## config.mk

```make
export PLATFORM = sky130hd
export DESIGN_NAME = sac_core
export DESIGN_NICKNAME = d
export VERILOG_FILES = /design/src/core/sac_pkg.sv /design/src/core/sac_core.sv
export SDC_FILE = /design/constraint.sdc
export NUM_CORES = 1
export LEC_CHECK = 0
export ABC_CLOCK_PERIOD_IN_PS = 2500
export BUFFER_PORTS_ARGS = -buffer_cell sky130_fd_sc_hd__buf_4
export CORE_MARGIN = 2
export CORE_UTILIZATION = 48
export DETAILED_ROUTE_END_ITERATION = 7
export HOLD_SLACK_MARGIN = 0.02
export MAX_ROUTING_LAYER = met4
export PLACE_DENSITY_LB_ADDON = 0.3
export SETUP_SLACK_MARGIN = 0.1
export SLEW_MARGIN = 20
export SYNTH_ARGS = -nofsm -noshare
export SYNTH_HDL_FRONTEND = slang
export SYNTH_SLANG_ARGS = --single-unit
```

## constraint.sdc

```tcl
create_clock -name CLK_SYS -period 2.5 [get_ports CLK_SYS]
set_input_delay 0 -clock CLK_SYS [delete_from_list [all_inputs] [get_ports CLK_SYS]]
set_output_delay 0 -clock CLK_SYS [all_outputs]
set_load 0.01 [all_outputs]
```

## src/core/sac_pkg.sv

```systemverilog
`default_nettype none
package sac_pkg;
    localparam int unsigned SAC_WORD_W = 18;
    typedef logic [SAC_WORD_W-1:0] sac_word_t;
    typedef struct packed {
        sac_word_t left;
        sac_word_t right;
    } sac_pair_s;
    typedef enum logic [1:0] {
        SAC_SLEEP  = 2'b00,
        SAC_CAL    = 2'b01,
        SAC_SETTLE = 2'b10,
        SAC_RUN    = 2'b11
    } sac_state_e;
    // Synchroniser lanes
    localparam int unsigned SAC_PIN_N    = 8;
    localparam int unsigned SAC_P_DSLEEP = 0;
    localparam int unsigned SAC_P_ASLEEP = 1;
    localparam int unsigned SAC_P_RATIO  = 2;
    localparam int unsigned SAC_P_ROLE   = 3;
    localparam int unsigned SAC_P_ZERO   = 4;
    localparam int unsigned SAC_P_BCLK   = 5;
    localparam int unsigned SAC_P_LR     = 6;
    localparam int unsigned SAC_P_DW     = 7;
    localparam logic [SAC_PIN_N-1:0] SAC_PIN_RST = 8'h03;
    // Master clocks per bit-clock half period: 256x and 384x word rate
    localparam logic [2:0] SAC_HALF_R256 = 3'h2;
    localparam logic [2:0] SAC_HALF_R384 = 3'h3;
    // Window length in master clocks: 16 bits of 4 or 6 cycles
    localparam logic [7:0] SAC_WIN_CYC_R256 = 8'h40;
    localparam logic [7:0] SAC_WIN_CYC_R384 = 8'h60;
    localparam logic [1:0] SAC_DIV3_LAST    = 2'h2;
    localparam logic [1:0] SAC_ALIGN_EDGE   = 2'h2;
    localparam logic [4:0] SAC_DATA_START   = 5'h01;
    localparam logic [4:0] SAC_WIN_LAST     = 5'h10;
    localparam logic [5:0] SAC_BIT_RST      = 6'h3F;
    localparam int unsigned SAC_CAL_PERIODS  = 4096;
    localparam int unsigned SAC_SETTLE_WORDS = 50;
endpackage
`default_nettype wire

```

## src/core/sac_core.sv

```systemverilog
`default_nettype none
module sac_core
    import sac_pkg::*;
#(
    parameter int unsigned CAL_PERIODS  = SAC_CAL_PERIODS,
    parameter int unsigned SETTLE_WORDS = SAC_SETTLE_WORDS
) (
    input  wire logic      CLK_SYS,
    input  wire logic      ARST_N,
    input  wire logic      DIGITAL_SLEEP_IN,
    input  wire logic      ANALOG_SLEEP_IN,
    input  wire logic      CLOCK_RATIO_SELECT,
    input  wire logic      SERIAL_ROLE_SELECT,
    input  wire logic      ZERO_INPUT_SELECT,
    input  wire sac_pair_s SAMPLE_PAIR,
    input  wire logic      SAMPLE_VALID,
    input  wire logic      BIT_CLOCK_I,
    output logic           BIT_CLOCK_O,
    output logic           BIT_CLOCK_OE,
    input  wire logic      CHANNEL_STROBE_I,
    output logic           CHANNEL_STROBE_O,
    output logic           CHANNEL_STROBE_OE,
    input  wire logic      DATA_WINDOW_I,
    output logic           DATA_WINDOW_O,
    output logic           DATA_WINDOW_OE,
    output logic           SERIAL_OUT_LINE,
    output logic           MODULATOR_CLOCK_OUT,
    output logic           CALIBRATING_FLAG,
    output logic           CAL_INPUT_GROUND,
    output logic           WORDS_SETTLING,
    output logic           ANALOG_POWERDOWN,
    output logic           DIGITAL_POWERDOWN
);
    localparam int unsigned CW = $clog2(CAL_PERIODS);

    logic [SAC_PIN_N-1:0] pins_s1_q;
    logic [SAC_PIN_N-1:0] pins_s2_q;
    logic                 lr_s3_q;
    logic                 bc_s3_q;
    sac_state_e           state_q;
    sac_state_e           state_d;
    logic                 role_q;
    logic                 ratio_q;
    logic                 active;
    logic [2:0]           half;
    logic [2:0]           div_cnt_q;
    logic [2:0]           div_cnt_d;
    logic                 fall_tick;
    logic [5:0]           bit_cnt_q;
    logic [5:0]           nxt;
    logic                 strobe_q;
    logic                 bclk_q;
    logic                 dw_q;
    logic                 lr_edge;
    logic                 bc_fall;
    logic                 strobe_rise;
    logic                 load_evt;
    logic                 load_left;
    logic                 shift_evt;
    logic [CW-1:0]        cnt_q;
    logic                 cal_q;
    logic                 settle_q;
    logic                 gnd_q;
    logic [1:0]           start_cnt_q;
    logic                 rise_seen_q;
    logic                 phase_b_q;
    logic [1:0]           mod_cnt_q;
    logic [1:0]           mod_cnt_d;
    logic                 mod_q;
    sac_pair_s            off_q;
    sac_pair_s            corr_q;
    sac_pair_s            pair_q;
    sac_word_t            sh_q;
    logic [7:0]           win_len_q;

    // Two-flop synchronisers for every pin input
    always_ff @(posedge CLK_SYS or negedge ARST_N)
    begin
        if (!ARST_N)
        begin
            pins_s1_q <= SAC_PIN_RST;
            pins_s2_q <= SAC_PIN_RST;
            lr_s3_q   <= 1'b0;
            bc_s3_q   <= 1'b0;
        end
        else
        begin
            pins_s1_q <= {DATA_WINDOW_I, CHANNEL_STROBE_I, BIT_CLOCK_I, ZERO_INPUT_SELECT,
                          SERIAL_ROLE_SELECT, CLOCK_RATIO_SELECT, ANALOG_SLEEP_IN,
                          DIGITAL_SLEEP_IN};
            pins_s2_q <= pins_s1_q;
            lr_s3_q   <= pins_s2_q[SAC_P_LR];
            bc_s3_q   <= pins_s2_q[SAC_P_BCLK];
        end
    end

    assign active = (state_q != SAC_SLEEP);
    assign half   = ratio_q ? SAC_HALF_R384 : SAC_HALF_R256;

    // Partner-driven pins in slave role
    assign lr_edge = pins_s2_q[SAC_P_LR] ^ lr_s3_q;
    assign bc_fall = bc_s3_q & ~pins_s2_q[SAC_P_BCLK];

    // Role and ratio are sampled while asleep and frozen while active
    always_ff @(posedge CLK_SYS or negedge ARST_N)
    begin
        if (!ARST_N)
        begin
            role_q  <= 1'b0;
            ratio_q <= 1'b0;
        end
        else if (!active)
        begin
            role_q  <= pins_s2_q[SAC_P_ROLE];
            ratio_q <= pins_s2_q[SAC_P_RATIO];
        end
    end

    // Power-down, calibration and settling sequence
    always_comb
    begin
        state_d = state_q;
        case (state_q)
            SAC_SLEEP:
                if (!pins_s2_q[SAC_P_DSLEEP])
                    state_d = SAC_CAL;
            SAC_CAL:
                if (strobe_rise && cnt_q == CW'(CAL_PERIODS - 1))
                    state_d = SAC_SETTLE;
            SAC_SETTLE:
                if (strobe_rise && cnt_q == CW'(SETTLE_WORDS - 1))
                    state_d = SAC_RUN;
            SAC_RUN:
                state_d = SAC_RUN;
            default:
                state_d = SAC_SLEEP;
        endcase
        if (pins_s2_q[SAC_P_DSLEEP])
            state_d = SAC_SLEEP;
    end

    always_ff @(posedge CLK_SYS or negedge ARST_N)
    begin
        if (!ARST_N)
        begin
            state_q  <= SAC_SLEEP;
            cnt_q    <= '0;
            cal_q    <= 1'b0;
            settle_q <= 1'b0;
            gnd_q    <= 1'b0;
        end
        else
        begin
            state_q  <= state_d;
            cal_q    <= (state_d == SAC_CAL);
            settle_q <= (state_d == SAC_SETTLE);
            gnd_q    <= (state_d == SAC_CAL) && pins_s2_q[SAC_P_ZERO];
            if (state_d != state_q)
                cnt_q <= '0;
            else if (strobe_rise)
                cnt_q <= CW'(cnt_q + 1'b1);
        end
    end

    // Bit clock divider and frame counter for master role
    assign fall_tick = active && role_q && (div_cnt_q == half - 3'h1);
    assign nxt       = 6'(bit_cnt_q + 6'h01);

    always_comb
    begin
        div_cnt_d = 3'h0;
        if (active && role_q && div_cnt_q != {half[1:0], 1'b0} - 3'h1)
            div_cnt_d = 3'(div_cnt_q + 3'h1);
    end

    always_ff @(posedge CLK_SYS or negedge ARST_N)
    begin
        if (!ARST_N)
        begin
            div_cnt_q <= 3'h0;
            bclk_q    <= 1'b0;
            bit_cnt_q <= SAC_BIT_RST;
            strobe_q  <= 1'b0;
            dw_q      <= 1'b0;
        end
        else if (!active)
        begin
            div_cnt_q <= 3'h0;
            bclk_q    <= 1'b0;
            bit_cnt_q <= SAC_BIT_RST;
            strobe_q  <= 1'b0;
            dw_q      <= 1'b0;
        end
        else
        begin
            div_cnt_q <= div_cnt_d;
            bclk_q    <= role_q && (div_cnt_d < half);
            if (fall_tick)
            begin
                bit_cnt_q <= nxt;
                strobe_q  <= ~nxt[5];
                dw_q      <= (nxt[4:0] >= SAC_DATA_START) && (nxt[4:0] <= SAC_WIN_LAST);
            end
        end
    end

    assign strobe_rise = role_q ? (fall_tick && bit_cnt_q == SAC_BIT_RST)
                                : (pins_s2_q[SAC_P_LR] & ~lr_s3_q);

    // Word load and shift events for both roles
    always_comb
    begin
        if (role_q)
        begin
            load_evt  = fall_tick && (nxt[4:0] == SAC_DATA_START);
            load_left = ~nxt[5];
            shift_evt = fall_tick;
        end
        else
        begin
            load_evt  = active && lr_edge;
            load_left = pins_s2_q[SAC_P_LR];
            shift_evt = active && bc_fall && pins_s2_q[SAC_P_DW];
        end
    end

    // Offset capture and correction
    always_ff @(posedge CLK_SYS or negedge ARST_N)
    begin
        if (!ARST_N)
        begin
            off_q  <= '0;
            corr_q <= '0;
        end
        else if (SAMPLE_VALID && state_q == SAC_CAL)
        begin
            off_q <= SAMPLE_PAIR;
        end
        else if (SAMPLE_VALID && active)
        begin
            corr_q.left  <= sac_word_t'(SAMPLE_PAIR.left - off_q.left);
            corr_q.right <= sac_word_t'(SAMPLE_PAIR.right - off_q.right);
        end
    end

    // Shift register; pair is frozen at the left load
    always_ff @(posedge CLK_SYS or negedge ARST_N)
    begin
        if (!ARST_N)
        begin
            pair_q <= '0;
            sh_q   <= '0;
        end
        else if (!active)
        begin
            sh_q <= '0;
        end
        else if (load_evt)
        begin
            if (load_left)
            begin
                pair_q <= corr_q;
                sh_q   <= corr_q.left;
            end
            else
            begin
                sh_q <= pair_q.right;
            end
        end
        else if (shift_evt)
        begin
            sh_q <= {sh_q[SAC_WORD_W-2:0], 1'b0};
        end
    end

    // Start-up phase choice for divide by three
    always_ff @(posedge CLK_SYS or negedge ARST_N)
    begin
        if (!ARST_N)
        begin
            start_cnt_q <= 2'h0;
            rise_seen_q <= 1'b0;
            phase_b_q   <= 1'b0;
        end
        else if (!active)
        begin
            start_cnt_q <= 2'h0;
            rise_seen_q <= 1'b0;
            phase_b_q   <= 1'b0;
        end
        else
        begin
            if (start_cnt_q != 2'h3)
                start_cnt_q <= 2'(start_cnt_q + 2'h1);
            rise_seen_q <= rise_seen_q | strobe_rise;
            if (start_cnt_q == SAC_ALIGN_EDGE - 2'h1)
                phase_b_q <= ~(rise_seen_q | strobe_rise);
        end
    end

    // Modulator clock divider
    always_comb
    begin
        mod_cnt_d = 2'h0;
        if (active)
        begin
            if (!ratio_q)
                mod_cnt_d = {1'b0, ~mod_cnt_q[0]};
            else if (mod_cnt_q != SAC_DIV3_LAST)
                mod_cnt_d = 2'(mod_cnt_q + 2'h1);
        end
    end

    always_ff @(posedge CLK_SYS or negedge ARST_N)
    begin
        if (!ARST_N)
        begin
            mod_cnt_q <= 2'h0;
            mod_q     <= 1'b0;
        end
        else
        begin
            mod_cnt_q <= mod_cnt_d;
            mod_q     <= active && (ratio_q ? (mod_cnt_d == {1'b0, phase_b_q})
                                            : mod_cnt_d[0]);
        end
    end

    assign BIT_CLOCK_O         = bclk_q;
    assign BIT_CLOCK_OE        = role_q;
    assign CHANNEL_STROBE_O    = strobe_q;
    assign CHANNEL_STROBE_OE   = role_q;
    assign DATA_WINDOW_O       = dw_q;
    assign DATA_WINDOW_OE      = role_q;
    assign SERIAL_OUT_LINE     = sh_q[SAC_WORD_W-1];
    assign MODULATOR_CLOCK_OUT = mod_q;
    assign CALIBRATING_FLAG    = cal_q;
    assign CAL_INPUT_GROUND    = gnd_q;
    assign WORDS_SETTLING      = settle_q;
    assign ANALOG_POWERDOWN    = pins_s2_q[SAC_P_ASLEEP];
    assign DIGITAL_POWERDOWN   = ~active;

    // Helper: length of each window pulse
    always_ff @(posedge CLK_SYS or negedge ARST_N)
    begin
        if (!ARST_N)
            win_len_q <= 8'h00;
        else if (dw_q)
            win_len_q <= 8'(win_len_q + 8'h01);
        else
            win_len_q <= 8'h00;
    end
endmodule
`default_nettype wire

```

==> metrics.md <==
| Metric | Value |
|---|---|
| Status | `completed` |
| GP Congestion | `about 0.84` |
| CP required | `2.82 ns` |
| Worst-path clk slew | `0.06 ns` |
| Drt first-iter violations | `346` |
| Routed wl met2 | `8.03 mm` |
| Critical path's largest stage delay | `0.44 ns` |
| Ratio of cells with drive above 1 in the final layout | `a little under a quarter` |
| Lkg Pwr | `a little under 0.005 µW` |
| CTS tree | `done` |
| Height of the die | `136 µm` |
| Synth Area per Inst | `10.4 µm²` |
| Max-cap violation count | `0` |
| Fin cells | `1167` |
| Antenna violations before repair | `0` |
| Most frequent cell on the critical path | `a21oi_2` |
| CTS Buf Count | `17` |
| Via count | `6166` |
| Largest net degree at the start of global routing | `69` |
| Async set-reset flop share out of synthesis | `100%` |
| Worst hold slack | `0.0893 ns` |
| CP Buf/Inv Count | `1` |
| Number of global-route vias before repair | `~6200` |
| Post-synth EDFFs | `0` |
| Cell count after synthesis | `804` |
| # DRC | `0` |
| Final Util | `60.8%` |
| Final setup violation count | `0` |
| Worst-Margin Slew | `0.537 ns` |
| Count leader, synth | `dfrtp_1` |
| Final period utilization | `between 90 and 100%` |
| Synth Cell Area | `8380 µm²` |
| Ys flop type | `dfrtp_1` |
| Width of the die | `136 µm` |
| Critical path launch point type | `flip-flop` |
| Port Buffers | `between 50 and 60` |
| CP max FO | `2` |
| Count of different cell masters after synthesis | `62` |
| Post-route setup TNS | `0 ns` |
| Wirelength per Cell | `14.2 µm` |
| Top sig layer | `met4` |
| Die area | `18500 µm²` |
| PD cells | `roughly 660 nW/µm²` |
| Yosys top cell area share | `46.0%` |
| Clock skew | `~0.010 ns` |
| Register area share after synthesis | `49.1%` |
| First-pass GRT wire length | `29.2 mm` |
| Post-Route M1 WL | `7.84 mm` |
| Clk root buf | `clkbuf_16` |
| GRT overflow | `0` |
| CP Class | `flip-flop to flip-flop` |
| # diodes | `0` |
| Synth cell count leaders | `dfrtp_1 (154), nand2_1 (79), o21ai_0 (73)` |
| Clk Latency, worst-skew pair | `roughly 0.43 ns` |
| H-Tree Depth | `4` |
| Critical path cell sequence | `inv_1, ha_4, a21o_1, a21oi_2, or3b_2, o211ai_1, a21oi_2, mux2i_1, a211o_1` |
| HP Class | `input pin to async pin` |
| Placement row count | `48` |
| Io pins | `60` |
| Yosys reg bits | `164` |
| Sink Count | `164` |
| RSZ-0062 raised after global routing | `true` |
| CTS max path bufs | `2` |
| Routed WL | `16.6 mm` |
| Via density | `between 5 and 6` |
| Fmax | `0.431 GHz` |
| Placed insts | `1081` |
| Final net count | `1021` |
| Final hold vios | `0` |
| Crit-path leading delay family | `compound AO/OA/AOI/OAI gates` |
| Critical path's slowest cell | `or3b_2` |
| Hpwl dp | `11.4 mm` |
| CP Capture Type | `flip-flop` |
| VDD IR-drop max | `about 0.54 mV` |
| DRT Pass-1 Iters | `5` |
| GR Util All Layers | `20.3%` |
| Final Max Tran Viols | `0` |
| Routed met3 length | `between 400 and 500 µm` |
| Core area | `17200 µm²` |
| Critical path arrival | `2.64 ns` |
| Area contributors post-synth | `dfrtp_1 (46%), mux2_2 (7.1%), ha_1 (6.4%)` |
| Slew headroom | `64.2%` |
| Min Tclk post-route | `2.32 ns` |
| Warnings, synthesis | `0` |
| Synth area leader | `dfrtp_1` |
| Post-DRT Antenna Nets | `0` |
| Initial Utilization | `48.8%` |
| Mapped Nets | `around 900` |
| Area growth syn-to-layout | `24.7%` |
## metrics by stage
stage / instance area [µm²] / total power, µW / setup WS (ns)
after floorplan: 8380 / 3810 / 0.141
after global placement: 9200 / 4190 / 0.0493
after detailed placement: 9200 / 4210 / -0.0435
after CTS: 10300 / 6910 / 0.0965
after global routing: 10400 / 7280 / 0.0202
final: 10400 / 6900 / 0.180
## sequential cells by signal, indices dropped and copies added, names as in the netlist, 2 cells and up
name,cells
mod_cnt_q,2
div_cnt_q,3
off_q,36
pins_s1_q,8
sh_q,18
bit_cnt_q,6
corr_q,36
cnt_q,12
start_cnt_q,2
state_q,2
pair_q,18
pins_s2_q,8
## cell families after synthesis
kind of cell,share of synthesized area [%]
and+or+nand+nor,12.0
buffers and inverters,4.29
DFF,49.1
muxes,9.87
xor gates and xnor gates,4.49
AOI/OAI and AO/OA,13.3
adders and majority gates,6.90
## timing repair
item                                   in CTS  in global routing
endpoints found under the hold margin     135                  0
buffers inserted                            1                  7
gates resized for setup                    10                 20
setup endpoints to repair                  22                 39
hold buffers                               46                  0
pin swaps                                   4                  9
## power by group
group / leakage (µW) / total [µW] / switching [µW] / internal (µW)
clock network: 0.000278 / 2600 / 1120 / 1480
logic: 0.00253 / 1440 / 752 / 691
registers: 0.00213 / 2860 / 76.2 / 2790
## final timing paths
path | startpoint | to | cells after the start | slack, ns
min reg2reg | pins_s1_q[3] | pins_s2_q[3] | 0 | 0.35
min in group CLK_SYS | ANALOG_SLEEP_IN | pins_s1_q[1] | 2 | 0.22
min | ARST_N | pins_s2_q[4] | 2 | 0.09
max reg2reg | off_q[10] | corr_q[17] | 9 | 0.18
max | off_q[10] | corr_q[17] | 9 | 0.18
max in group asynchronous | ARST_N | pins_s1_q[0] | 3 | 1.57
## routing by layer
metal	vias up	GRT usage, %
met3	24	3.36
met2	77	32.0
met4	0	7.23
met5	-	-
li1	3070	-
met1	2995	26.7
## worst register-to-register path, cell delays in order (launching register included)
cell and delay [ns]:
dfrtp_1 0.37, inv_1 0.09, ha_4 0.20, a21o_1 0.18, a21oi_2 0.14, or3b_2 0.44, o211ai_1 0.28, a21oi_2 0.12
mux2i_1 0.13, a211o_1 0.26
## layout by cell type, fill, tap and decap left out, drive strengths merged, types with 8 or more instances in the layout
master,n
nor2,48
dlygate4sd3,46
clkbuf,18
nand2,79
buf,92
nand3,20
ha,43
mux2,53
a21oi,31
dfstp,10
mux2i,23
and3,8
xor2,25
dfrtp,154
nor3,10
xnor2,18
a22oi,18
o21ai,73
inv,59
## area by class of cell
type                    instances  area (µm²)
fillers                      1439        6730
flip-flops and latches        164        4120
multi-input cells             553        4040
repair buffers                138        1220
clock buffers                  18         429
well taps                     225         282
inverters                      55         206
clock inverters                14         154
Note: power is estimated with default switching activity, not from simulation.
